**config.mk**
```make
export PLATFORM = sky130hd
export DESIGN_NAME = mpsl_port
export DESIGN_NICKNAME = d
export VERILOG_FILES = /design/src/rtl/mpsl_pkg.sv /design/src/rtl/mpsl_port.sv
export SDC_FILE = /design/constraint.sdc
export NUM_CORES = 2
export LEC_CHECK = 0
export BUFFER_PORTS_ARGS = -buffer_cell sky130_fd_sc_hd__buf_2
export CAP_MARGIN = 20
export CORE_MARGIN = 5
export CORE_UTILIZATION = 45
export CTS_CLUSTER_SIZE = 28
export DETAILED_ROUTE_END_ITERATION = 6
export GPL_TIMING_DRIVEN = 0
export HOLD_SLACK_MARGIN = 0.15
export PLACE_DENSITY_LB_ADDON = 0.25
export SLEW_MARGIN = 20
export SYNTH_ARGS = -nofsm -noshare
export SYNTH_HDL_FRONTEND = slang
export SYNTH_SLANG_ARGS = --single-unit
```
**constraint.sdc**
```tcl
create_clock -name REF_CLK -period 27.5 [get_ports REF_CLK]
set_clock_uncertainty 0.2 [all_clocks]
set_input_delay 5.5 -clock REF_CLK [delete_from_list [all_inputs] [get_ports REF_CLK]]
set_output_delay 5.5 -clock REF_CLK [all_outputs]
set_load 0.02 [all_outputs]
```
**src/rtl/mpsl_pkg.sv**
```systemverilog
// Shared constants and carriers for the multi-port SDRAM local-port front end
package mpsl_pkg;
  // --------------------------------------------------------------------------
  // Port kinds and memory types
  // --------------------------------------------------------------------------
  localparam logic [0:0] PORT_RANDOM = 1'h0;
  localparam logic [0:0] PORT_BURST = 1'h1;
  localparam logic [0:0] MEM_SDR = 1'h0;
  localparam logic [0:0] MEM_DDR = 1'h1;
  localparam int MAX_PORTS = 16;
  // --------------------------------------------------------------------------
  // Register map of the command port (two aligned words)
  // --------------------------------------------------------------------------
  localparam logic [3:0] REG_FLUSH = 4'h0;
  localparam logic [3:0] REG_STATUS = 4'h4;
  localparam logic [31:0] FLUSH_RESET = 32'h0000_0000;
  localparam int FLUSH_LSB = 0;
  localparam int STATUS_DIRTY_LSB = 0;
  localparam int STATUS_VALID_LSB = 16;
  // --------------------------------------------------------------------------
  // Register bus carrier
  // --------------------------------------------------------------------------
  typedef struct packed {
    logic [3:0] addr;
    logic [31:0] wdata;
    logic wr;
    logic rd;
  } mpsl_reg_req_t;
endpackage : mpsl_pkg

```
**src/rtl/mpsl_port.sv**
```systemverilog
// Local-port front end: random cached ports, burst ports, command port, arbiter
`timescale 1ns/1ns
// Notes on behaviour
// - Up to sixteen ports, each with own buffer.
// - Each port random or burst by parameter.
// - Buffers of different ports stay independent.
// - SDR width equals memory, option doubles.
// - DDR width doubles memory, option quadruples.
// - Random port has read and write buffers.
// - Read hit returns data one cycle later.
// - Miss holds waitrequest until cache synchronised.
// - Dirty write data flushed before read refill.
// - Write data leaves on read or miss.
// - Flush register present only if enabled.
// - Cache depth is parameter; outside window misses.
// - Burst port queues several posted bursts.
// - Burst start address and count captured.
// - Datavalid only while a word is ready.
// - Optional read flow permit input.
// - Permit low holds datavalid low.
// - Memory side crossings synchronised outside block.
// - Flush bit triggers write back, self-clears.
// - Round-robin memory access, starting after the last owner.
module mpsl_port #(
  parameter int NPORTS = 4,
  parameter logic [0:0] MEM_TYPE = mpsl_pkg::MEM_SDR,
  parameter int MEM_W = 16,
  parameter logic [15:0] PORT_KIND = 16'h0000,
  parameter logic [15:0] DOUBLE_W = 16'h0000,
  parameter logic [15:0] FLUSH_EN = 16'h0001,
  parameter int DEPTH = 8,
  parameter int AW = 16,
  parameter logic [0:0] READ_FLOW = 1'h1,
  parameter int MAXB = 8,
  parameter int DW = ((MEM_TYPE == mpsl_pkg::MEM_DDR) ? 2 : 1) * MEM_W * 2
) (
  input wire logic REF_CLK,
  input wire logic NRST,
  input wire mpsl_pkg::mpsl_reg_req_t REG_REQ,
  output logic [31:0] REG_RDATA,
  input wire logic [NPORTS-1:0] P_READ,
  input wire logic [NPORTS-1:0] P_WRITE,
  input wire logic [NPORTS*AW-1:0] P_ADDR,
  input wire logic [NPORTS*DW-1:0] P_WDATA,
  input wire logic [NPORTS*8-1:0] P_BCOUNT,
  input wire logic [NPORTS-1:0] P_DATAENABLE,
  output logic [NPORTS-1:0] P_WAITREQ,
  output logic [NPORTS-1:0] P_DATAVALID,
  output logic [NPORTS*DW-1:0] P_RDATA,
  output logic [NPORTS-1:0] MEM_REQ,
  output logic [NPORTS-1:0] MEM_GRANT,
  output logic MEM_WE,
  output logic [AW-1:0] MEM_ADDR,
  output logic [DW-1:0] MEM_WDATA,
  input wire logic MEM_ACK,
  input wire logic [DW-1:0] MEM_RDATA
);
  localparam int IW = $clog2(DEPTH);
  localparam int PW = (NPORTS > 1) ? $clog2(NPORTS) : 1;
  // --------------------------------------------------------------------------
  // Command port
  // --------------------------------------------------------------------------
  logic [NPORTS-1:0] flush_r;
  logic [NPORTS-1:0] dirty_r;
  logic [NPORTS-1:0] valid_r;
  logic [NPORTS-1:0] flush_take;
  logic [31:0] rd_word;

  always_comb
  begin
    rd_word = 32'h0000_0000;
    if (REG_REQ.addr == mpsl_pkg::REG_FLUSH && |FLUSH_EN)
      rd_word[NPORTS-1:0] = flush_r;
    else if (REG_REQ.addr == mpsl_pkg::REG_STATUS)
    begin
      rd_word[mpsl_pkg::STATUS_DIRTY_LSB +: NPORTS] = dirty_r;
      rd_word[mpsl_pkg::STATUS_VALID_LSB +: NPORTS] = valid_r;
    end
  end

  // Read data stands for exactly one cycle after the strobe
  always_ff @(posedge REF_CLK)
  begin
    if (!NRST)
      REG_RDATA <= 32'h0000_0000;
    else if (REG_REQ.rd)
      REG_RDATA <= rd_word;
    else
      REG_RDATA <= 32'h0000_0000;
  end

  // Flush bits: software sets, taking port clears; set wins
  always_ff @(posedge REF_CLK)
  begin
    if (!NRST)
      flush_r <= '0;
    else
    begin
      for (int i = 0; i < NPORTS; i++)
      begin
        if (REG_REQ.wr && REG_REQ.addr == mpsl_pkg::REG_FLUSH && REG_REQ.wdata[mpsl_pkg::FLUSH_LSB + i]
            && FLUSH_EN[i] && PORT_KIND[i] == mpsl_pkg::PORT_RANDOM)
          flush_r[i] <= 1'b1;
        else if (flush_take[i])
          flush_r[i] <= 1'b0;
      end
    end
  end

  // --------------------------------------------------------------------------
  // Round-robin arbiter over the shared memory path
  // --------------------------------------------------------------------------
  logic [NPORTS-1:0] req;
  logic busy_r;
  logic [PW-1:0] owner_r;
  logic [PW-1:0] pick;
  logic pick_ok;

  always_comb
  begin
    pick = owner_r;
    pick_ok = 1'b0;
    for (int k = NPORTS; k >= 1; k--)
    begin
      if (req[(32'(owner_r) + k) % NPORTS])
      begin
        pick = PW'((32'(owner_r) + k) % NPORTS);
        pick_ok = 1'b1;
      end
    end
  end

  // Grant held until the owning port releases its request
  always_ff @(posedge REF_CLK)
  begin
    if (!NRST)
    begin
      busy_r <= 1'b0;
      owner_r <= '0;
      MEM_GRANT <= '0;
    end
    else if (!busy_r && pick_ok)
    begin
      busy_r <= 1'b1;
      owner_r <= pick;
      MEM_GRANT <= NPORTS'(1) << pick;
    end
    else if (busy_r && !req[owner_r])
    begin
      busy_r <= 1'b0;
      MEM_GRANT <= '0;
    end
  end

  always_ff @(posedge REF_CLK)
  begin
    if (!NRST)
      MEM_REQ <= '0;
    else
      MEM_REQ <= req;
  end

  // --------------------------------------------------------------------------
  // Per-port engines; state and buffers are private to each port
  // --------------------------------------------------------------------------
  logic [NPORTS-1:0] m_we;
  logic [NPORTS*AW-1:0] m_addr;
  logic [NPORTS*DW-1:0] m_wdata;

  genvar g;
  generate
    for (g = 0; g < NPORTS; g++)
    begin : gp
      localparam int PDW = (DOUBLE_W[g] ? 2 : 1) * ((MEM_TYPE == mpsl_pkg::MEM_DDR) ? 2 : 1) * MEM_W;
      logic [AW-1:0] a;
      logic [PDW-1:0] wd;
      logic gnt;
      logic [DW-1:0] rbuf_r [DEPTH];
      logic [DW-1:0] wbuf_r [DEPTH];
      logic [DEPTH-1:0] wmask_r;
      logic [AW-1:0] base_r;
      logic [AW-1:0] wbase_r;
      logic [IW:0] cnt_r;
      logic [1:0] op_r; // 0 idle, 1 write back, 2 refill
      logic ack_here;
      assign a = P_ADDR[g*AW +: AW];
      assign wd = P_WDATA[g*DW +: PDW];
      assign gnt = MEM_GRANT[g];
      assign ack_here = gnt && MEM_ACK;
      assign m_we[g] = (op_r == 2'h1);
      assign m_addr[g*AW +: AW] = (op_r == 2'h1) ? wbase_r + AW'(cnt_r) : base_r + AW'(cnt_r);
      assign m_wdata[g*DW +: DW] = wbuf_r[cnt_r[IW-1:0]];

      if (PORT_KIND[g] == mpsl_pkg::PORT_RANDOM)
      begin : rnd
        logic rhit;
        logic whit;
        assign rhit = valid_r[g] && (a - base_r) < AW'(DEPTH);
        assign whit = (a - wbase_r) < AW'(DEPTH);
        assign req[g] = (op_r != 2'h0);
        assign flush_take[g] = flush_r[g] && op_r == 2'h0 && !P_READ[g] && !P_WRITE[g];
        // Single engine: write back first, then refill, so reads see writes
        always_ff @(posedge REF_CLK)
        begin
          if (!NRST)
          begin
            op_r <= 2'h0;
            cnt_r <= '0;
            valid_r[g] <= 1'b0;
            dirty_r[g] <= 1'b0;
            wmask_r <= '0;
            base_r <= '0;
            wbase_r <= '0;
            P_WAITREQ[g] <= 1'b1;
            P_DATAVALID[g] <= 1'b0;
            P_RDATA[g*DW +: DW] <= '0;
          end
          else
          begin
            P_DATAVALID[g] <= 1'b0;
            P_WAITREQ[g] <= 1'b1;
            unique case (op_r)
              2'h0:
              begin
                if (P_READ[g] && dirty_r[g])
                begin
                  op_r <= 2'h1;
                  cnt_r <= '0;
                end
                else if (P_READ[g] && rhit)
                begin
                  P_RDATA[g*DW +: DW] <= DW'(rbuf_r[IW'(a - base_r)]);
                  P_DATAVALID[g] <= 1'b1;
                end
                else if (P_READ[g])
                begin
                  op_r <= 2'h2;
                  base_r <= a;
                  cnt_r <= '0;
                  valid_r[g] <= 1'b0;
                end
                else if (P_WRITE[g] && dirty_r[g] && !whit)
                begin
                  op_r <= 2'h1;
                  cnt_r <= '0;
                end
                else if (P_WRITE[g])
                begin
                  if (!dirty_r[g])
                    wbase_r <= a;
                  wbuf_r[dirty_r[g] ? IW'(a - wbase_r) : '0] <= DW'(wd);
                  wmask_r[dirty_r[g] ? IW'(a - wbase_r) : '0] <= 1'b1;
                  dirty_r[g] <= 1'b1;
                  if (valid_r[g] && (a - base_r) < AW'(DEPTH))
                    rbuf_r[IW'(a - base_r)] <= DW'(wd);
                end
                else if (flush_take[g] && dirty_r[g])
                begin
                  op_r <= 2'h1;
                  cnt_r <= '0;
                end
                // Hit reads with no dirty data, and writes unless dirty data misses the window, complete without wait states
                P_WAITREQ[g] <= ((P_READ[g] && (dirty_r[g] || !rhit))
                  || (P_WRITE[g] && dirty_r[g] && !whit));
              end
              2'h1:
              begin
                if (!wmask_r[cnt_r[IW-1:0]] || ack_here)
                  cnt_r <= cnt_r + 1'b1;
                if (cnt_r == (IW+1)'(DEPTH - 1) && (!wmask_r[cnt_r[IW-1:0]] || ack_here))
                begin
                  op_r <= 2'h0;
                  dirty_r[g] <= 1'b0;
                  wmask_r <= '0;
                  cnt_r <= '0;
                end
              end
              2'h2:
              begin
                if (ack_here)
                begin
                  rbuf_r[cnt_r[IW-1:0]] <= MEM_RDATA;
                  cnt_r <= cnt_r + 1'b1;
                  if (cnt_r == (IW+1)'(DEPTH - 1))
                  begin
                    op_r <= 2'h0;
                    valid_r[g] <= 1'b1;
                  end
                end
              end
              default: op_r <= 2'h0;
            endcase
          end
        end
        // Partial write-back still issues masked slots with MEM_WE high; an ack on one writes stale buffer data
      end
      else
      begin : bst
        logic [AW-1:0] cur_r;
        logic [7:0] left_r;
        logic [7:0] q_n_r [2];
        logic [AW-1:0] q_a_r [2];
        logic [1:0] q_v_r;
        logic [DW-1:0] rq_r;
        logic rq_v_r;
        logic wr_act_r;
        logic [AW-1:0] wcur_r;
        logic [7:0] wleft_r;
        logic permit;
        assign permit = READ_FLOW ? P_DATAENABLE[g] : 1'b1;
        assign req[g] = (left_r != 8'h00) && !rq_v_r || op_r == 2'h1;
        assign flush_take[g] = 1'b0;
        assign valid_r[g] = 1'b0;
        assign dirty_r[g] = (op_r == 2'h1);
        // Two posted read bursts queue behind the active one
        always_ff @(posedge REF_CLK)
        begin
          if (!NRST)
          begin
            q_v_r <= '0;
            left_r <= '0;
            cur_r <= '0;
            base_r <= '0;
            wbase_r <= '0;
            cnt_r <= '0;
            op_r <= 2'h0;
            wr_act_r <= 1'b0;
            wleft_r <= '0;
            wcur_r <= '0;
            rq_v_r <= 1'b0;
            P_WAITREQ[g] <= 1'b1;
            P_DATAVALID[g] <= 1'b0;
            P_RDATA[g*DW +: DW] <= '0;
          end
          else
          begin
            P_WAITREQ[g] <= (P_READ[g] && q_v_r[1]) || op_r == 2'h1;
            if (P_READ[g] && !q_v_r[1] && !P_WAITREQ[g])
            begin
              q_v_r <= {q_v_r[0], 1'b1};
              q_a_r[q_v_r[0] ? 1 : 0] <= P_ADDR[g*AW +: AW];
              q_n_r[q_v_r[0] ? 1 : 0] <= P_BCOUNT[g*8 +: 8];
            end
            if (left_r == 8'h00 && q_v_r[0] && !(P_READ[g] && !P_WAITREQ[g]))
            begin
              cur_r <= q_a_r[0];
              base_r <= q_a_r[0];
              left_r <= q_n_r[0];
              q_a_r[0] <= q_a_r[1];
              q_n_r[0] <= q_n_r[1];
              q_v_r <= {1'b0, q_v_r[1]};
            end
            if (gnt && op_r == 2'h0 && MEM_ACK && !rq_v_r && left_r != 8'h00)
            begin
              rq_r <= MEM_RDATA;
              rq_v_r <= 1'b1;
              cur_r <= cur_r + 1'b1;
              base_r <= cur_r + 1'b1;
              left_r <= left_r - 1'b1;
            end
            // Word leaves only while the permit is high
            P_DATAVALID[g] <= rq_v_r && permit;
            if (rq_v_r && permit)
            begin
              P_RDATA[g*DW +: DW] <= rq_r;
              rq_v_r <= 1'b0;
            end
            // Write burst: word by word, pauses simply hold state
            if (P_WRITE[g] && !P_WAITREQ[g] && op_r == 2'h0)
            begin
              if (!wr_act_r)
              begin
                wcur_r <= P_ADDR[g*AW +: AW];
                wbase_r <= P_ADDR[g*AW +: AW];
                wleft_r <= P_BCOUNT[g*8 +: 8] - 1'b1;
                wr_act_r <= P_BCOUNT[g*8 +: 8] > 8'h01;
              end
              else
              begin
                wbase_r <= wcur_r + 1'b1;
                wcur_r <= wcur_r + 1'b1;
                wleft_r <= wleft_r - 1'b1;
                wr_act_r <= wleft_r > 8'h01;
              end
              wbuf_r[0] <= DW'(wd);
              op_r <= 2'h1;
              cnt_r <= '0;
              // Busy from the next edge on, so no word is shown as taken while the engine is full
              P_WAITREQ[g] <= 1'b1;
            end
            else if (op_r == 2'h1 && ack_here)
              op_r <= 2'h0;
          end
        end
      end
    end
  endgenerate

  // --------------------------------------------------------------------------
  // Memory-side mux; the core beyond owns the clock crossing
  // --------------------------------------------------------------------------
  always_ff @(posedge REF_CLK)
  begin
    if (!NRST)
    begin
      MEM_WE <= 1'b0;
      MEM_ADDR <= '0;
      MEM_WDATA <= '0;
    end
    else
    begin
      MEM_WE <= busy_r & m_we[owner_r];
      MEM_ADDR <= m_addr[owner_r*AW +: AW];
      MEM_WDATA <= m_wdata[owner_r*DW +: DW];
    end
  end

  // --------------------------------------------------------------------------
  // Checks
  // --------------------------------------------------------------------------
  property p_flush_clears;
    @(posedge REF_CLK) disable iff (!NRST)
      (flush_r[0] && flush_take[0]) |=> !flush_r[0] || REG_REQ.wr;
  endproperty
  a_flush_clears: assert property (p_flush_clears) else $error("flush bit not cleared");

  property p_rdata_once;
    @(posedge REF_CLK) disable iff (!NRST)
      !$past(REG_REQ.rd) |-> REG_RDATA == 32'h0000_0000;
  endproperty
  a_rdata_once: assert property (p_rdata_once) else $error("read data outside its cycle");

  property p_grant_onehot;
    @(posedge REF_CLK) disable iff (!NRST) $onehot0(MEM_GRANT);
  endproperty
  a_grant_onehot: assert property (p_grant_onehot) else $error("more than one grant");

  property p_hit_latency;
    @(posedge REF_CLK) disable iff (!NRST)
      ($past(P_READ[0]) && !P_WAITREQ[0] && PORT_KIND[0] == mpsl_pkg::PORT_RANDOM) |-> P_DATAVALID[0];
  endproperty
  a_hit_latency: assert property (p_hit_latency) else $error("hit data late");

  // A grant never stands without the request that it answers
  property p_grant_req;
    @(posedge REF_CLK) disable iff (!NRST) (MEM_GRANT & ~MEM_REQ) == '0;
  endproperty
  a_grant_req: assert property (p_grant_req) else $error("grant without request");

  property p_permit_stall;
    @(posedge REF_CLK) disable iff (!NRST)
      (READ_FLOW && !P_DATAENABLE[NPORTS-1]) |=> !P_DATAVALID[NPORTS-1] || PORT_KIND[NPORTS-1] == 1'b0;
  endproperty
  a_permit_stall: assert property (p_permit_stall) else $error("data given while stalled");
endmodule : mpsl_port

```
==> flow_metrics.env <==
export IMPL_p_leak_nw=34.7
export IMPL_ys_ff_latch=1929
export IMPL_cts_hold_buf=0
export IMPL_grt_first_pass_wirelength_mm=370
export IMPL_vias=54500
export IMPL_min_period_over_period=0.394
export IMPL_setup_viol=0
export IMPL_rr_startpoint="gp[3].op_r[1]"
export IMPL_cp_required_ps=27820
export IMPL_setup_worst_path_end="gp[2].rbuf_r[1][24]"
export IMPL_final_common_cell="edfxtp_1"
export IMPL_layout_nets=7067
export IMPL_layout_drive_gt1_share=0.202
export IMPL_cp_startpoint="P_ADDR[32]"
export IMPL_post_cts_setup_buffers=0
export IMPL_clk_latency_ps=860
export IMPL_reg2reg_slack_ps=21140
export IMPL_setup_tns_final_ps=0
export IMPL_avgSynthCellArea_um2=14.4
export IMPL_synth_top_area_frac=0.545
export IMPL_cts_root_buffer="clkbuf_16"
export IMPL_synth_area_leaders="edfxtp_1, mux4_2, dfxtp_1, mux2i_1, nand2_1"
export IMPL_gp_congestion=0.921
export IMPL_cp_arrival_ps=11160
export IMPL_pin_count=534
export IMPL_grt_ovfl_total=0
export IMPL_drt_wirelength_per_cell_um=27.8
export IMPL_fmax_mhz=92.2
export IMPL_die_area_um2=197000
export IMPL_cts_tree="done"
export IMPL_synth_edf_count=1536
export IMPL_run_status="finished clean"
export IMPL_dpl_cell_area_um2=91500
export IMPL_synth_top_family_by_area="multiplexers"
export IMPL_crit_fanout=17
export IMPL_drt_iter0_markers=5768
export IMPL_synth_fa_ha_area_frac=0.0259
export IMPL_finalMaxSlewViolations=0
export IMPL_wl_mm=258
export IMPL_sw_frac_of_total=0.303
export IMPL_synth_ff_type="edfxtp_1"
export IMPL_cellPowerDensity_nw_per_um2=79.5
export IMPL_fin_area_um2=98200
export IMPL_yosys_area_share_simple=0.0840
export IMPL_crit_family="simple AND/OR/NAND/NOR gates"
export IMPL_cts_resized=0
export IMPL_numPortBuffers=360
export IMPL_worstSetupPathType="in2reg"
export IMPL_max_slew_worst_pin_slew_ps=1200
export IMPL_synth_xor_area_share=0.0109
export IMPL_cp_cell_sequence="buf_2 -> inv_1 -> ha_1 -> fa_1 -> nor2b_1 -> o21ai_1 -> o221ai_1 -> o2111ai_1 -> a21oi_1 -> nor4bb_2 -> a21o_1 -> nand3_1 -> o2bb2a_1 -> nor2_4 -> buf_16"
export IMPL_die_h_um=444
export IMPL_ys_warn_count=0
export IMPL_grt_util_all_layers=0.257
export IMPL_period_needed_ps=10840
export IMPL_synthMuxAreaShare=0.149
export IMPL_yosysSeqAreaShare=0.638
export IMPL_cts_htree_levels=4
export IMPL_synth_async_reset_ratio=0
export IMPL_rr_worst_depth=18
export IMPL_final_hold_viol_count=0
export IMPL_ant_nets=0
export IMPL_firstDrtPassIters=6
export IMPL_cap_violations=0
export IMPL_power_total_mw=7.81
export IMPL_grt_antenna_before_repair=55
export IMPL_start_util=0.452
export IMPL_internal_power_mw=5.44
export IMPL_cts_buffers=195
export IMPL_relSlewSlack=0.199
export IMPL_dieWidth_um=444
export IMPL_viasPerCell=5.87
export IMPL_worst_path_buf_inv=3
export IMPL_synth_compound_area_frac=0.0667
export IMPL_start_kind="primary input"
export IMPL_holdCritPathClass="reg2reg"
export IMPL_synthCells=5884
export IMPL_pwr_share_seq=0.420
export IMPL_clock_sinks=1929
export IMPL_worstSetupEndpointType="register"
export IMPL_p_clk_frac=0.345
export IMPL_reg2reg_to="MEM_ADDR[10]"
export IMPL_combPwrFrac=0.236
export IMPL_grt_max_degree=33
export IMPL_path_clk_slew_ps=60
export IMPL_cpPeakStageDelay_ps=760
export IMPL_final_cell_mix="edfxtp_1, nand2_1, mux4_2"
export IMPL_core_area_um2=187000
export IMPL_path_depth=15
export IMPL_grt_pass1_vias=53100
export IMPL_synth_cell_types=93
export IMPL_row_count=159
export IMPL_ir_drop_v=0.0000633
export IMPL_clockBufferDepth=3
export IMPL_drc=0
export IMPL_syn_cell_area_um2=84700
export IMPL_power_switching_mw=2.37
export IMPL_areaGrowthSynthToFinish_pct=16.0
export IMPL_synth_area_leader_cell="edfxtp_1"
export IMPL_rsz0062_at_grt="no"
export IMPL_crit_path_top_delay_cell="nor4bb_2"
export IMPL_place_hpwl_mm=192
synthesized netlist by cell type, drive strengths merged (33+ instances only):
cell       n
inv      204
xnor2     59
xor2      46
o21a      33
clkbuf   238
a31oi     47
nor2b     48
edfxtp  1536
a211oi    87
and2      95
a21o      51
nand2    572
o21ai    118
mux4     424
buf      100
dfxtp    393
a21oi    281
nor2     444
nand2b    33
nor3      91
mux2i    296
nand3     79
ha       156
power groups by stage:
| stage | logic, mW | registers [mW] | clock network, mW |
|---|---|---|---|
| 2_1_floorplan | 1.20 | 3.34 | 0 |
| 3_3_place_gp | 1.78 | 3.34 | 0 |
| 3_5_place_dp | 1.82 | 3.34 | 0 |
| 4_1_cts | 1.83 | 3.28 | 2.72 |
| 5_1_grt | 1.97 | 3.28 | 2.84 |
| 6_report | 1.84 | 3.28 | 2.69 |
worst register-to-register path, cell delays in order (launching register included):
cell and delay [ps]:
dfxtp_1 340, inv_1 100, ha_1 140, clkbuf_1 360, clkbuf_1 640, clkbuf_1 640
clkbuf_1 540, mux2_2 310, ha_1 210, fa_1 230, a21o_1 130, a21oi_1 130
or2_2 350, nor3_1 600, and3_1 250, nor3_1 50, a211oi_1 580, o21ai_0 190
o211a_1 230
area by class of cell:
class	count	area (um^2)
flip-flops and latches	1929	54000
clock inverters	88	1010
inverters	206	773
well taps	2495	3120
diodes	34	85.1
plain buffers	338	1480
clock buffers	280	5500
fillers	15700	89200
multi-input cells	3450	29000
repair buffers	470	3200
per-stage QoR:
stage               setup WS [ps]  instances  hold slack, ps   util
floorplan                   14950       5923             232      -
global placement            10310       8778             242  0.479
detailed placement          15770       8885             250  0.488
CTS                         16590       9253             263  0.523
global route                16560       9278             278  0.524
finish                      16660       9290             260  0.524
metal layers:
| metal | track usage | vias to the layer above | wire, um |
|---|---|---|---|
| met5 | 0 | - | 77 |
| met4 | 0.132 | 12 | 14900 |
| met3 | 0.0403 | 514 | 17700 |
| met2 | 0.413 | 2330 | 123000 |
| met1 | 0.340 | 27700 | 102000 |
| li1 | - | 24000 | - |
flip-flops by register name, summed over array words and instances, names as in the netlist, named ones only:
name / flops
flush_r: 1
MEM_ADDR: 16
MEM_WDATA: 16
MEM_REQ: 4
gp.op_r: 8
busy_r: 1
P_DATAVALID: 4
gp.rbuf_r: 1024
gp.wbuf_r: 512
P_RDATA: 128
MEM_WE: 1
owner_r: 2
REG_RDATA: 8
MEM_GRANT: 4
gp.base_r: 64
gp.wmask_r: 32
P_WAITREQ: 4
valid_r: 4
gp.wbase_r: 64
dirty_r: 4
gp.cnt_r: 16
worst min-delay path by stage:
stage / endpoint / cells past startpoint / startpoint
global placement: gp[2].wmask_r[2] / 1 / gp[2].wmask_r[2]
CTS: gp[2].wmask_r[7] / 1 / gp[2].wmask_r[7]
floorplan: gp[0].wmask_r[2] / 2 / gp[0].wmask_r[2]
global route: gp[2].wmask_r[7] / 1 / gp[2].wmask_r[7]
detailed placement: gp[2].wmask_r[7] / 1 / gp[2].wmask_r[7]
finish: gp[2].wmask_r[7] / 1 / gp[2].wmask_r[7]
logic make-up after synthesis:
group	Yosys count
AOI/OAI and AO/OA	856
and+or+nand+nor	1554
DFF	1929
adders and majority gates	168
xor gates and xnor gates	105
buffers and inverters	544
other	1
muxes	727
Note: power is estimated with default switching activity, not from simulation.
